$ cat src/inc/bphc_map.svh
// Purpose: Register offsets, field positions, reset values and timing counts.
// Assumes: Core clock of 100 MHz; byte addresses on the register bus.
// Notes: Definitions only; included by bare name.
`ifndef BPHC_MAP_SVH
`define BPHC_MAP_SVH

// Core clock rate and a rounding-up conversion from ns to clock cycles.
`define BPHC_CLK_MHZ 100
`define BPHC_NS2CYC(ns) ((((ns) * `BPHC_CLK_MHZ) + 999) / 1000)

// Leading-edge blanking times per select state, in ns and in cycles.
`define BPHC_BLANK_GND_NS 120
`define BPHC_BLANK_OPEN_NS 160
`define BPHC_BLANK_RAIL_NS 200
`define BPHC_BLANK_GND_CYC `BPHC_NS2CYC(`BPHC_BLANK_GND_NS)
`define BPHC_BLANK_OPEN_CYC `BPHC_NS2CYC(`BPHC_BLANK_OPEN_NS)
`define BPHC_BLANK_RAIL_CYC `BPHC_NS2CYC(`BPHC_BLANK_RAIL_NS)

// Maximum duty cycle per select state, in percent.
`define BPHC_DUTY_GND_PCT 96
`define BPHC_DUTY_OPEN_PCT 84
`define BPHC_DUTY_RAIL_PCT 75

// Oscillator ticks per switching period and the half-period phase shift.
`define BPHC_OSC_MULT 12
`define BPHC_PHASE_SHIFT 6

// Hiccup entry count and overcurrent-free periods that clear it.
`define BPHC_OC_LIMIT 16
`define BPHC_CLEAR_PERIODS 2

// Register byte offsets.
`define BPHC_OFS_CTRL 5'h00
`define BPHC_OFS_DIV 5'h04
`define BPHC_OFS_STATUS 5'h08
`define BPHC_OFS_IRQ_STAT 5'h0c
`define BPHC_OFS_IRQ_MASK 5'h10

// Reset values.
`define BPHC_CTRL_RST 2'h0
`define BPHC_DIV_RST 16'h0018
`define BPHC_MASK_RST 6'h00

// Event bit positions in the interrupt status and mask registers.
`define BPHC_EV_HICCUP 0
`define BPHC_EV_OV 2
`define BPHC_EV_RECOVER 4

// Status field positions.
`define BPHC_ST_HICCUP 0
`define BPHC_ST_SKIP 2
`define BPHC_ST_GATE 4
`define BPHC_ST_OC0 8
`define BPHC_ST_OC1 16

`endif

$ cat src/inc/bphc_pkg.sv
// Purpose: Types shared by the boost timing and hiccup controller.
// Assumes: Two channels, each carried as one packed struct per direction.
// Notes: Numeric constants live in bphc_map.svh.
package bphc_pkg;

  // Three-state select pin, already resolved to a code by the pad logic.
  typedef enum logic [1:0]
  {
    BPHC_SEL_GND = 2'h0,
    BPHC_SEL_OPEN = 2'h1,
    BPHC_SEL_RAIL = 2'h2
  } bphc_sel_t;

  // Per-channel protection state, one-hot.
  typedef enum logic [1:0]
  {
    BPHC_RUN = 2'b01,
    BPHC_HICCUP = 2'b10
  } bphc_state_t;

  // Comparator and soft-start levels arriving for one channel.
  typedef struct packed
  {
    logic cur_trip;
    logic ov_flag;
    logic ea_at_clamp;
    logic ss_active;
    logic ss_zero;
    logic ea_below_skip;
    logic ea_above_skip_hys;
  } bphc_ch_in_t;

  // Drive signals leaving for one channel.
  typedef struct packed
  {
    logic gate;
    logic ea_pulldown;
    logic ss_sink;
    logic ss_restart;
    logic soft_recover;
  } bphc_ch_out_t;

endpackage

$ cat src/hw/bphc_ctrl.sv
// Purpose: Switching-period timing, blanking, duty limit and hiccup logic.
// Assumes: Comparator levels are synchronous to core_clk_i.
// Notes: Registers sit on an Avalon-MM slave that answers in two cycles.
`timescale 1ns/1ps
`default_nettype none
`include "bphc_map.svh"

// What this block does
// - Blanking of 120, 160 or 200 ns follows the blank select pin.
// - Gate stays on at least the blanking interval after turning on, unless protection or a disable ends it.
// - Current comparator trips are ignored during blanking.
// - Maximum duty of 96, 84 or 75 percent follows the duty select pin.
// - Base oscillator runs at twelve times switching rate, divided down.
// - Duty limit comes purely from divider count values.
// - Gate is held off while the overvoltage flag stands.
// - A period is overcurrent when error amp output reaches its clamp.
// - Sixteen consecutive overcurrent periods enter hiccup mode.
// - Hiccup pulls error amp output to ground and holds gate off.
// - Hiccup discharges soft-start with a small 1.25 uA sink.
// - Soft-start at zero volts releases error amp and restarts.
// - Hiccup is never entered while soft-start is running.
// - Two clean periods before sixteen clear the count, soft recover.
// - Error amp below 0.5 V makes the channel skip cycles.
// - Skipping stops only 50 mV above the skip threshold.
module bphc_ctrl
  import bphc_pkg::*;
#(
  parameter int OC_LIMIT = `BPHC_OC_LIMIT,
  parameter int CLEAR_PERIODS = `BPHC_CLEAR_PERIODS,
  parameter logic [15:0] DIV_RESET = `BPHC_DIV_RST
)
(
  input wire logic core_clk_i,
  input wire logic rst_i,
  input wire logic [4:0] avs_address_i,
  input wire logic avs_read_i,
  input wire logic avs_write_i,
  input wire logic [31:0] avs_writedata_i,
  input wire logic [3:0] avs_byteenable_i,
  output logic [31:0] avs_readdata_o,
  output logic avs_waitrequest_o,
  input wire bphc_sel_t blank_sel_i,
  input wire bphc_sel_t dmax_sel_i,
  input wire bphc_ch_in_t [1:0] ch_in_i,
  output bphc_ch_out_t [1:0] ch_out_o,
  output logic irq_o
);

  // Refuse counts the counter widths cannot hold.
  if (OC_LIMIT < 2 || OC_LIMIT > 31)
  begin : g_chk_oc
    $error("OC_LIMIT must lie between 2 and 31");
  end
  if (CLEAR_PERIODS < 1 || CLEAR_PERIODS > 3)
  begin : g_chk_clr
    $error("CLEAR_PERIODS must lie between 1 and 3");
  end

  // Blanking length in cycles for a select code; a stray code reads as open.
  function automatic logic [7:0] bphc_blank_cyc(input bphc_sel_t sel);
    logic [7:0] cyc;
    cyc = 8'(`BPHC_BLANK_OPEN_CYC);
    if (sel == BPHC_SEL_GND)
      cyc = 8'(`BPHC_BLANK_GND_CYC);
    else if (sel == BPHC_SEL_RAIL)
      cyc = 8'(`BPHC_BLANK_RAIL_CYC);
    return cyc;
  endfunction

  // Duty limit percentage for a select code; a stray code reads as open.
  function automatic logic [6:0] bphc_duty_pct(input bphc_sel_t sel);
    logic [6:0] pct;
    pct = 7'(`BPHC_DUTY_OPEN_PCT);
    if (sel == BPHC_SEL_GND)
      pct = 7'(`BPHC_DUTY_GND_PCT);
    else if (sel == BPHC_SEL_RAIL)
      pct = 7'(`BPHC_DUTY_RAIL_PCT);
    return pct;
  endfunction

  // True once the position in the period reaches pct percent of it.
  // Exact integer math keeps the limit free of any rounding drift.
  function automatic logic bphc_duty_hit(input logic [31:0] pos,
                                         input logic [15:0] div,
                                         input logic [6:0] pct);
    logic [47:0] lhs;
    logic [47:0] rhs;
    lhs = 48'(pos) * 48'h0064;
    rhs = 48'(div) * 48'(`BPHC_OSC_MULT) * 48'(pct);
    return lhs >= rhs;
  endfunction

  logic [1:0] ch_en;
  logic [15:0] osc_div;
  logic [5:0] irq_stat;
  logic [5:0] irq_mask;
  logic bus_ack;
  logic [15:0] sub_cnt;
  logic [3:0] tick_idx;
  wire logic [5:0] ev;
  wire logic [1:0] st_hic;
  wire logic [1:0] st_skip;
  wire logic [1:0] st_gate;
  wire logic [4:0] st_oc [2];

  // Shared selections and the effective divider, zero read as one.
  wire logic [7:0] blank_cyc = bphc_blank_cyc(blank_sel_i);
  wire logic [6:0] duty_pct = bphc_duty_pct(dmax_sel_i);
  wire logic [15:0] div_eff = (osc_div == 16'h0000) ? 16'h0001 : osc_div;
  wire logic sub_last = (sub_cnt >= div_eff - 16'h0001);
  wire logic [3:0] idx_next = (tick_idx == 4'(`BPHC_OSC_MULT - 1)) ?
                              4'h0 : tick_idx + 4'h1;

  // Oscillator: sub_cnt makes the twelve-times tick, tick_idx divides it.
  always_ff @(posedge core_clk_i)
  begin
    if (rst_i)
    begin
      sub_cnt <= 16'h0000;
      tick_idx <= 4'h0;
    end
    else if (sub_last)
    begin
      sub_cnt <= 16'h0000;
      tick_idx <= idx_next;
    end
    else
      sub_cnt <= sub_cnt + 16'h0001;
  end

  for (genvar c = 0; c < 2; c++)
  begin : g_ch
    bphc_state_t state;
    logic gate;
    logic [7:0] on_cnt;
    logic [4:0] oc_cnt;
    logic [1:0] clr_cnt;
    logic oc_seen;
    logic skip;
    logic ov_d;
    logic restart;
    logic recover;
    bphc_ch_in_t in;

    assign in = ch_in_i[c];

    // Channel two runs half a period behind channel one.
    wire logic [3:0] tidx = (c == 0) ? tick_idx :
                            (tick_idx >= 4'(`BPHC_PHASE_SHIFT)) ?
                            tick_idx - 4'(`BPHC_PHASE_SHIFT) :
                            tick_idx + 4'(`BPHC_PHASE_SHIFT);
    wire logic [31:0] pos = 32'(tidx) * 32'(div_eff) + 32'(sub_cnt);
    wire logic start = (tidx == 4'h0) && (sub_cnt == 16'h0000);
    wire logic run = (state == BPHC_RUN);
    wire logic duty_hit = bphc_duty_hit(pos, div_eff, duty_pct);
    wire logic blank_done = (on_cnt >= blank_cyc);

    // Period bookkeeping evaluated at each period start.
    wire logic [4:0] oc_inc = (oc_cnt == 5'(OC_LIMIT)) ?
                              oc_cnt : oc_cnt + 5'h01;
    wire logic [1:0] clr_inc = (clr_cnt == 2'h3) ? clr_cnt : clr_cnt + 2'h1;
    // A count that reaches its limit during soft-start is held there, so
    // the first overcurrent period after soft-start ends enters hiccup.
    wire logic enter_hic = start && run && oc_seen && !in.ss_active &&
                           (oc_inc == 5'(OC_LIMIT));
    wire logic clear_oc = start && run && !oc_seen && (oc_cnt != 5'h00) &&
                          (clr_inc >= 2'(CLEAR_PERIODS));
    wire logic leave_hic = !run && in.ss_zero;

    // Gate on at period start; protection ends it at once, while the
    // current trip and the duty limit wait for blanking to finish.
    // Limitation: with a small divider the blanking can outlast the duty
    // limit, and then the minimum on-time wins over the duty limit.
    wire logic gate_set = start && ch_en[c] && run && !skip &&
                          !in.ov_flag && !enter_hic;
    wire logic gate_clr = in.ov_flag || !run || enter_hic || !ch_en[c] ||
                          (blank_done && in.cur_trip) ||
                          (blank_done && duty_hit);

    // Protection state: hiccup is left only through the soft-start node.
    always_ff @(posedge core_clk_i)
    begin
      if (rst_i)
        state <= BPHC_RUN;
      else
      begin
        case (state)
          BPHC_RUN:
          begin
            if (enter_hic)
              state <= BPHC_HICCUP;
          end
          BPHC_HICCUP:
          begin
            if (leave_hic)
              state <= BPHC_RUN;
          end
          default:
            state <= BPHC_RUN;
        endcase
      end
    end

    // A period counts as overcurrent if the clamp was hit at any time in it.
    always_ff @(posedge core_clk_i)
    begin
      if (rst_i)
        oc_seen <= 1'b0;
      else if (start)
        oc_seen <= in.ea_at_clamp;
      else if (in.ea_at_clamp)
        oc_seen <= 1'b1;
    end

    // Consecutive overcurrent periods; clean periods tally toward a clear.
    always_ff @(posedge core_clk_i)
    begin
      if (rst_i || leave_hic || clear_oc)
      begin
        oc_cnt <= 5'h00;
        clr_cnt <= 2'h0;
      end
      else if (start && run && oc_seen)
      begin
        oc_cnt <= oc_inc;
        clr_cnt <= 2'h0;
      end
      else if (start && run)
        clr_cnt <= clr_inc;
    end

    // Gate flop and on-time counter for blanking.
    always_ff @(posedge core_clk_i)
    begin
      if (rst_i)
        gate <= 1'b0;
      else if (gate_set)
        gate <= 1'b1;
      else if (gate_clr)
        gate <= 1'b0;
    end

    always_ff @(posedge core_clk_i)
    begin
      if (rst_i || gate_set)
        on_cnt <= 8'h00;
      else if (gate && on_cnt != 8'hff)
        on_cnt <= on_cnt + 8'h01;
    end

    // Skip comparator with hysteresis: set low, release only well above.
    always_ff @(posedge core_clk_i)
    begin
      if (rst_i)
        skip <= 1'b0;
      else if (in.ea_below_skip)
        skip <= 1'b1;
      else if (in.ea_above_skip_hys)
        skip <= 1'b0;
    end

    // One-cycle pulses and the overvoltage edge detector.
    always_ff @(posedge core_clk_i)
    begin
      if (rst_i)
      begin
        restart <= 1'b0;
        recover <= 1'b0;
        ov_d <= 1'b0;
      end
      else
      begin
        restart <= leave_hic;
        recover <= clear_oc;
        ov_d <= in.ov_flag;
      end
    end

    // Drive outputs straight from flops; hiccup drives pull-down and sink.
    assign ch_out_o[c].gate = gate;
    assign ch_out_o[c].ea_pulldown = !run;
    assign ch_out_o[c].ss_sink = !run;
    assign ch_out_o[c].ss_restart = restart;
    assign ch_out_o[c].soft_recover = recover;

    // Events and status for the register file.
    assign ev[`BPHC_EV_HICCUP + c] = enter_hic;
    assign ev[`BPHC_EV_OV + c] = in.ov_flag && !ov_d;
    assign ev[`BPHC_EV_RECOVER + c] = clear_oc;
    assign st_hic[c] = !run;
    assign st_skip[c] = skip;
    assign st_gate[c] = gate;
    assign st_oc[c] = oc_cnt;
  end

  // Bus decode. The first request cycle stalls, the second completes,
  // which gives read data a full cycle to settle from a flop.
  // A master that keeps its request up after the answer starts a new
  // transfer, so each request must be dropped once it has been answered.
  wire logic bus_req = avs_read_i || avs_write_i;
  wire logic wr_go = avs_write_i && bus_ack;
  wire logic sel_ctrl = (avs_address_i == `BPHC_OFS_CTRL);
  wire logic sel_div = (avs_address_i == `BPHC_OFS_DIV);
  wire logic sel_stat = (avs_address_i == `BPHC_OFS_STATUS);
  wire logic sel_ist = (avs_address_i == `BPHC_OFS_IRQ_STAT);
  wire logic sel_imsk = (avs_address_i == `BPHC_OFS_IRQ_MASK);
  wire logic lane0 = avs_byteenable_i[0];
  wire logic lane1 = avs_byteenable_i[1];
  wire logic [5:0] ist_clr = (wr_go && sel_ist && lane0) ?
                             avs_writedata_i[5:0] : 6'h00;

  // Live status word.
  wire logic [31:0] status_word = {11'h000, st_oc[1], 3'h0, st_oc[0],
                                   2'h0, st_gate, st_skip, st_hic};

  // Read mux; unmapped addresses read as zero.
  wire logic [31:0] rd_mux =
    sel_ctrl ? {30'h0000_0000, ch_en} :
    sel_div ? {16'h0000, osc_div} :
    sel_stat ? status_word :
    sel_ist ? {26'h000_0000, irq_stat} :
    sel_imsk ? {26'h000_0000, irq_mask} :
    32'h0000_0000;

  assign avs_waitrequest_o = bus_req && !bus_ack;
  assign irq_o = |(irq_stat & irq_mask);

  // Handshake and read capture.
  always_ff @(posedge core_clk_i)
  begin
    if (rst_i)
    begin
      bus_ack <= 1'b0;
      avs_readdata_o <= 32'h0000_0000;
    end
    else
    begin
      bus_ack <= bus_req && !bus_ack;
      if (avs_read_i && !bus_ack)
        avs_readdata_o <= rd_mux;
    end
  end

  // Writable registers; writes to unmapped addresses are dropped.
  always_ff @(posedge core_clk_i)
  begin
    if (rst_i)
    begin
      ch_en <= `BPHC_CTRL_RST;
      osc_div <= DIV_RESET;
      irq_mask <= `BPHC_MASK_RST;
    end
    else if (wr_go)
    begin
      if (sel_ctrl && lane0)
        ch_en <= avs_writedata_i[1:0];
      if (sel_div && lane0)
        osc_div[7:0] <= avs_writedata_i[7:0];
      if (sel_div && lane1)
        osc_div[15:8] <= avs_writedata_i[15:8];
      if (sel_imsk && lane0)
        irq_mask <= avs_writedata_i[5:0];
    end
  end

  // Sticky events: a set in the clearing cycle wins over the clear.
  always_ff @(posedge core_clk_i)
  begin
    if (rst_i)
      irq_stat <= 6'h00;
    else
      irq_stat <= (irq_stat & ~ist_clr) | ev;
  end

endmodule
`default_nettype wire

$ cat config.mk
export PLATFORM = sky130hd
export DESIGN_NAME = bphc_ctrl
export DESIGN_NICKNAME = d
export VERILOG_FILES = /design/src/inc/bphc_pkg.sv /design/src/hw/bphc_ctrl.sv
export VERILOG_INCLUDE_DIRS = /design/src /design/src/inc
export SDC_FILE = /design/constraint.sdc
export NUM_CORES = 1
export LEC_CHECK = 0
export BUFFER_PORTS_ARGS = -buffer_cell sky130_fd_sc_hd__buf_2
export CAP_MARGIN = 20
export CORE_MARGIN = 10
export CORE_UTILIZATION = 65
export DETAILED_ROUTE_END_ITERATION = 8
export HOLD_SLACK_MARGIN = 0.08
export PLACE_DENSITY = 0.84
export SYNTH_ARGS = -nofsm -noshare
export SYNTH_HDL_FRONTEND = slang
export SYNTH_SLANG_ARGS = --single-unit
$ cat constraint.sdc
create_clock -name core_clk_i -period 20 [get_ports core_clk_i]
set_input_delay 2 -clock core_clk_i [delete_from_list [all_inputs] [get_ports core_clk_i]]
set_output_delay 2 -clock core_clk_i [all_outputs]
set_load 0.1 [all_outputs]
After elaboration in Yosys (flattened, before gate mapping)
Index checks and enable logic that the tools add are counted.
- bits in registers: 129
- input bits: 63
- output and inout port bits: 44
- logic and storage cells: 222
- $add $sub $neg: 13
- multipliers: 6
- order comparisons: 8
- equality and inequality tests: 23
- multiplexer cells: 35
- bitwise logic cells: 4
- reduce and logical (&&, ||, !) cells: 104
- operators by type and width (kind ; count):
    $mux 21 ; 3
    $ge 28x27->1 ; 2
    $mul 21x5->26 const B ; 2
    $logic_and 1x1->1 ; 45
    $add 20x16->21 ; 2
    $mul 4x16->20 ; 2
    $logic_not 16->1 ; 2
    $eq 5x5->1 const B ; 5
    $mul 18x7->25 ; 1
    $mux 6 ; 4
    $mux 5 ; 4
    $mul 16x2->18 const B ; 1
    $logic_not 1->1 ; 17
    $logic_or 1x1->1 ; 17
    $add 16x1->16 const B ; 1
    $add 8x1->8 const B ; 2
    $ge 16x16->1 ; 1
    $ge 8x8->1 ; 2
    $mux 16 ; 1
    $ne 8x8->1 const B ; 2
    $sub 16x1->16 const B ; 1
    $and 6x6->6 ; 2
    $eq 2x2->1 const B ; 6
    $mux 1 ; 12
    other kinds (27) ; 56

Depth between registers and ports, before layout
- depth in word-level cells: 14
- mapped depth: 47
- mapped depth without buffers: 45

Worst setup path after synthesis
OpenSTA, ideal clock, no wires.
- path kind: register to register
- from: register osc_div[15]
- to: register g_ch[0].gate
- library setup time: 86 ps
- arrival: 10014 ps
- data required time: 19914 ps
- path slack: 9901 ps
- stages on the path, launching flop included: 47
- path buffers: 3
- clock period less this slack: 10099 ps
- cell sequence: dfxtp_1 > clkbuf_1 > inv_1 > ha_1 > and4_1 > and3_1 > nand2_1 > clkbuf_1 > clkbuf_1 > nand2_1 > nor2_1 > fa_1 > fa_1 > inv_1 > fa_1 > inv_1 > ha_1 > nand2_1 > [... 11 more ...] > ha_1 > nand2_1 > o21ai_0 > nor2_1 > nor3_1 > o21ai_0 > nand2b_1 > a21oi_1 > xnor2_1 > ha_1 > a21o_1 > a211o_1 > a2111oi_0 > o21ai_0 > nor2_1 > a211oi_1 > or4_1 > a211oi_1
- longest elaborated chain between the ends: 9
- elaborated cells on any way between the ends: 11
- classes of those cells: add/sub (1); mul (4); order compare (1); mux (1); reduce/logical (4)
- RTL lines (item ; RTL line ; RTL):
    from (decl) ; bphc_ctrl.sv:94 ; logic [15:0] osc_div;
    from (signal assigned) ; bphc_ctrl.sv:360 ; osc_div[15:8] <= avs_writedata_i[15:8];
    $logic_not 16->1 ; bphc_ctrl.sv:109 ; wire logic [15:0] div_eff = (osc_div == 16'h0000) ? 16'h0001 : osc_div;
    $mux 16 * ; bphc_ctrl.sv:109 ;
    $mul 4x16->20 ; bphc_ctrl.sv:152 ; wire logic [31:0] pos = 32'(tidx) * 32'(div_eff) + 32'(sub_cnt);
    $add 20x16->21 ; bphc_ctrl.sv:152 ;
    $mul 21x5->26 ; bphc_ctrl.sv:88 ; lhs = 48'(pos) * 48'h0064;
    $ge 28x27->1 * ; bphc_ctrl.sv:90 ; return lhs >= rhs;
    $logic_and 1x1->1 * ; bphc_ctrl.sv:178 ; (blank_done && duty_hit);
    $logic_or 1x1->1 * ; bphc_ctrl.sv:177 ; (blank_done && in.cur_trip) ||
    $reduce_bool 2->1 (no source line) * ; -- ;
    to (signal assigned) ; bphc_ctrl.sv:236 ; gate <= 1'b0;
    to (signal assigned) ; bphc_ctrl.sv:238 ; gate <= 1'b1;
    to (signal assigned) ; bphc_ctrl.sv:240 ; gate <= 1'b0;
    to (decl) ; bphc_ctrl.sv:134 ; logic gate;
Every way passes the cells marked *; elsewhere a longest branch is shown, timed or not.
A chain may end at the register's enable or synchronous reset.

Worst setup path in the final report
- from: register osc_div[2]
- to: register g_ch[0].gate
The elaborated chain is that of the path after synthesis.

==> results.cfg <==
[outcome]
status = completed

[global_route]
overflow = 0
grt_pass1_wl_mm = 88.2
antenna_found_initial = 0
track_usage_pct = 27.5
grt_pass1_vias = 18273
grt_start_max_net_pins = 66

[finish]
nNetsFinal = 3151
final_layout_size_suffix_gt1_share_pct = 5.42
stdcell_area_sq_um = 21600
antennaDiodeCount = 0
fillers = 2422
regArea_sq_um = 2360
layout_common_cells = inv_1 (356), ha_1 (356), nor2_1 (258)
multi_input_area_sq_um = 16400
area_growth_pct = 6.03

[route]
wl_per_cell_um = 18.1
routed_wl_mm = 53.1
drtIter0Drc = 1255
vias_per_cell = 6.13
drc = 0
routed-via-count = 18031
first_pass_iters = 7
ant_nets = 0

[yosys]
synth_largest_area_cell = ha_1
ys_types = 70
synth_top_area_share_pct = 21.8
syn_avg_cell_area_sq_um = 8.20
synth_edf_count = 0
synthArstFlopShare_pct = 0
netlist_instances = 2488
yosys_register_bits = 118
synth_area_leaders = ha_1 (22%), fa_1 (19%), dfxtp_1 (12%), inv_1 (6.5%), nor2_1 (4.7%)
synth_sequential_area_ratio_pct = 11.6
synthesis.area_sq_um = 20400
synth_ff_type = dfxtp_1
yosysWarnings = 0

[cts]
cts_buffers = 17
cts_resized = 0
clkTransAtPathRegs_ps = 60
clock-root-buffer = clkbuf_16
clockBufferDepth = 2
htreeDepth = 4
post_cts_buffers = 0
cts_hold_buf = 0
clk_latency_ps = 430
cts.sinks = 118
cts_tree = built

[sta]
slew_headroom_pct = 36.7
setup_slack_ps = 8080
min_period_over_period_pct = 59.6
final_hold_viol_count = 0
finalSetupTns_ps = 0
rsz0062_at_grt = no
setup_viol = 0
min_period_ps = 11920
fin_skew_ps = 8.99
slew_viol_final = 0
worstMarginPinSlew_ps = 941
fmax_mhz = 83.9

[placement]
gp_congestion = 0.971
io_buffers = 77
place_area_sq_um = 21100
dp_slack_ps = 8360
dp_hpwl_mm = 43.5

[die]
die_w_um = 197
die-area_sq_um = 38900
core.rowCount = 64
core_sq_um = 30700
ios = 107
initial_utilization_pct = 66.4
fp.dieH_um = 197

[power_and_ir_drop]
p_seq_share_pct = 37.1
swShare_pct = 31.2
p_per_area_nw_per_um2 = 30.4
intPower_uw = 453
p_switching_uw = 206
power_frac_comb_pct = 19.2
vdd_ir_drop_max_mv = 0.0844
p_clk_share_pct = 43.7
p_leak_nw = 11.4

[setup_path]
rrSetupSlack_ps = 8080
path_class = flop to flop
slowest_stage = or4_1
timing.rr.start = osc_div[2]$_SDFFE_PP0P_
crit_family = adder cells
worstPathRequired_ps = 20350
cp-end-kind = flop
cp_num_buf_inv = 5
cp_max_fo = 30
cp_common_cell = ha_1
startpoint_type = flop
max_stage_delay_ps = 570
r2r_cells = 44
arrival_ps = 12270
rr_endpoint = g_ch[0].gate$_SDFFE_PP0P_

[min_path]
whs_path_depth = 2
min_path_type = flop to flop
holdPathEnd = avs_readdata_o[19]$_SDFFE_PP0P_
hold_path.startpoint = avs_readdata_o[19]$_SDFFE_PP0P_

[flow_run]
maxCapViolations = 0
## metal layers
layer	routed length (um)	vias to the layer above	track usage (%)
met3	3350	163	3.51
met5	0	-	0
met4	3120	0	15.6
met2	25100	693	46.8
li1	-	8469	-
met1	21600	8706	33.1
## worst reg2reg max path: cells and delay by family (launching register included)
| kind | cells | cell delay, ps |
|---|---|---|
| compound gates | 13 | 2690 |
| xor+xnor | 2 | 530 |
| fa+ha+maj | 10 | 3910 |
| buf+inv | 5 | 1010 |
| flops | 1 | 560 |
| simple gates | 14 | 3140 |
## state kept, by name, indices dropped and copies added, names as in the netlist, 4 cells and up
register / flops
g_ch.clr_cnt: 4
avs_readdata_o: 21
sub_cnt: 16
osc_div: 16
g_ch.oc_cnt: 10
g_ch.state: 4
g_ch.on_cnt: 16
irq_mask: 6
g_ch.tidx: 4
irq_stat: 6
## per-stage QoR
| stage | util (%) | total power [mW] | cells | hold WS [ps] |
|---|---|---|---|---|
| after global routing | 70.4 | 0.685 | 2943 | 487 |
| after CTS | 70.3 | 0.659 | 2942 | 459 |
| after floorplan | - | 0.341 | 2498 | 445 |
| after detailed placement | 68.5 | 0.373 | 2911 | 447 |
| after global placement | 68.5 | 0.368 | 2910 | 441 |
| final | 70.4 | 0.659 | 2943 | 455 |
## cell type report
class	count	area share [%]
inverter	358	6.21
tap	396	2.29
timing repair buffer	89	2.23
clock inverter	12	0.491
sequential	118	10.9
clock buffer	19	2.05
multi-input combinational	1951	75.8
## worst max path at each step
| stage | startpoint | to | slack (ps) | cells past startpoint |
|---|---|---|---|---|
| 5_1_grt | osc_div[3]$_SDFFE_PP1P_ | g_ch[0].gate$_SDFFE_PP0P_ | 7380 | 44 |
| 6_report | osc_div[2]$_SDFFE_PP0P_ | g_ch[0].gate$_SDFFE_PP0P_ | 8080 | 44 |
| 4_1_cts | osc_div[2]$_SDFFE_PP0P_ | g_ch[0].gate$_SDFFE_PP0P_ | 8290 | 44 |
| 3_3_place_gp | osc_div[3]$_SDFFE_PP1P_ | g_ch[0].gate$_SDFFE_PP0P_ | 8530 | 44 |
| 2_1_floorplan | osc_div[15]$_SDFFE_PP0P_ | g_ch[0].gate$_SDFFE_PP0P_ | 9900 | 46 |
| 3_5_place_dp | osc_div[2]$_SDFFE_PP0P_ | g_ch[0].gate$_SDFFE_PP0P_ | 8360 | 44 |
## logic make-up after synthesis
logic type                 Yosys count  synth area share [%]
and+or+nand+nor                    782                  18.0
adders and majority gates          553                  41.2
AOI/OAI and AO/OA                  438                  13.7
buffers and inverters              429                  8.25
xor gates and xnor gates           148                  6.35
DFF                                118                  11.6
muxes                               19                 0.944
other                                1                0.0184
## synth_stat cells, types with 12 or more instances
cell type and instances:
o21bai_1 17, xor2_1 50, ha_1 356, nor3_1 50
nor4_1 13, nand2b_1 26, inv_1 356, nor2_1 258
o21ai_0 81, nor2b_1 28, a21oi_1 144, nand2_1 188
fa_1 197, nand4_1 25, a211oi_1 23, dfxtp_1 118
buf_4 19, a21o_1 34, o21a_1 22, and3_1 34
and2_1 18, clkbuf_1 49, a31oi_1 22, mux2i_1 17
or3_1 23, xnor2_1 98, nand3_1 81, a22oi_1 12
## power by group through the flow
stage | clock network (mW) | logic, mW | registers, mW
floorplan | 0 | 0.0828 | 0.258
global placement | 0 | 0.119 | 0.249
detailed placement | 0 | 0.124 | 0.249
CTS | 0.289 | 0.125 | 0.244
global route | 0.300 | 0.140 | 0.245
finish | 0.288 | 0.126 | 0.244
No activity file was read; power rests on OpenSTA's default activity.
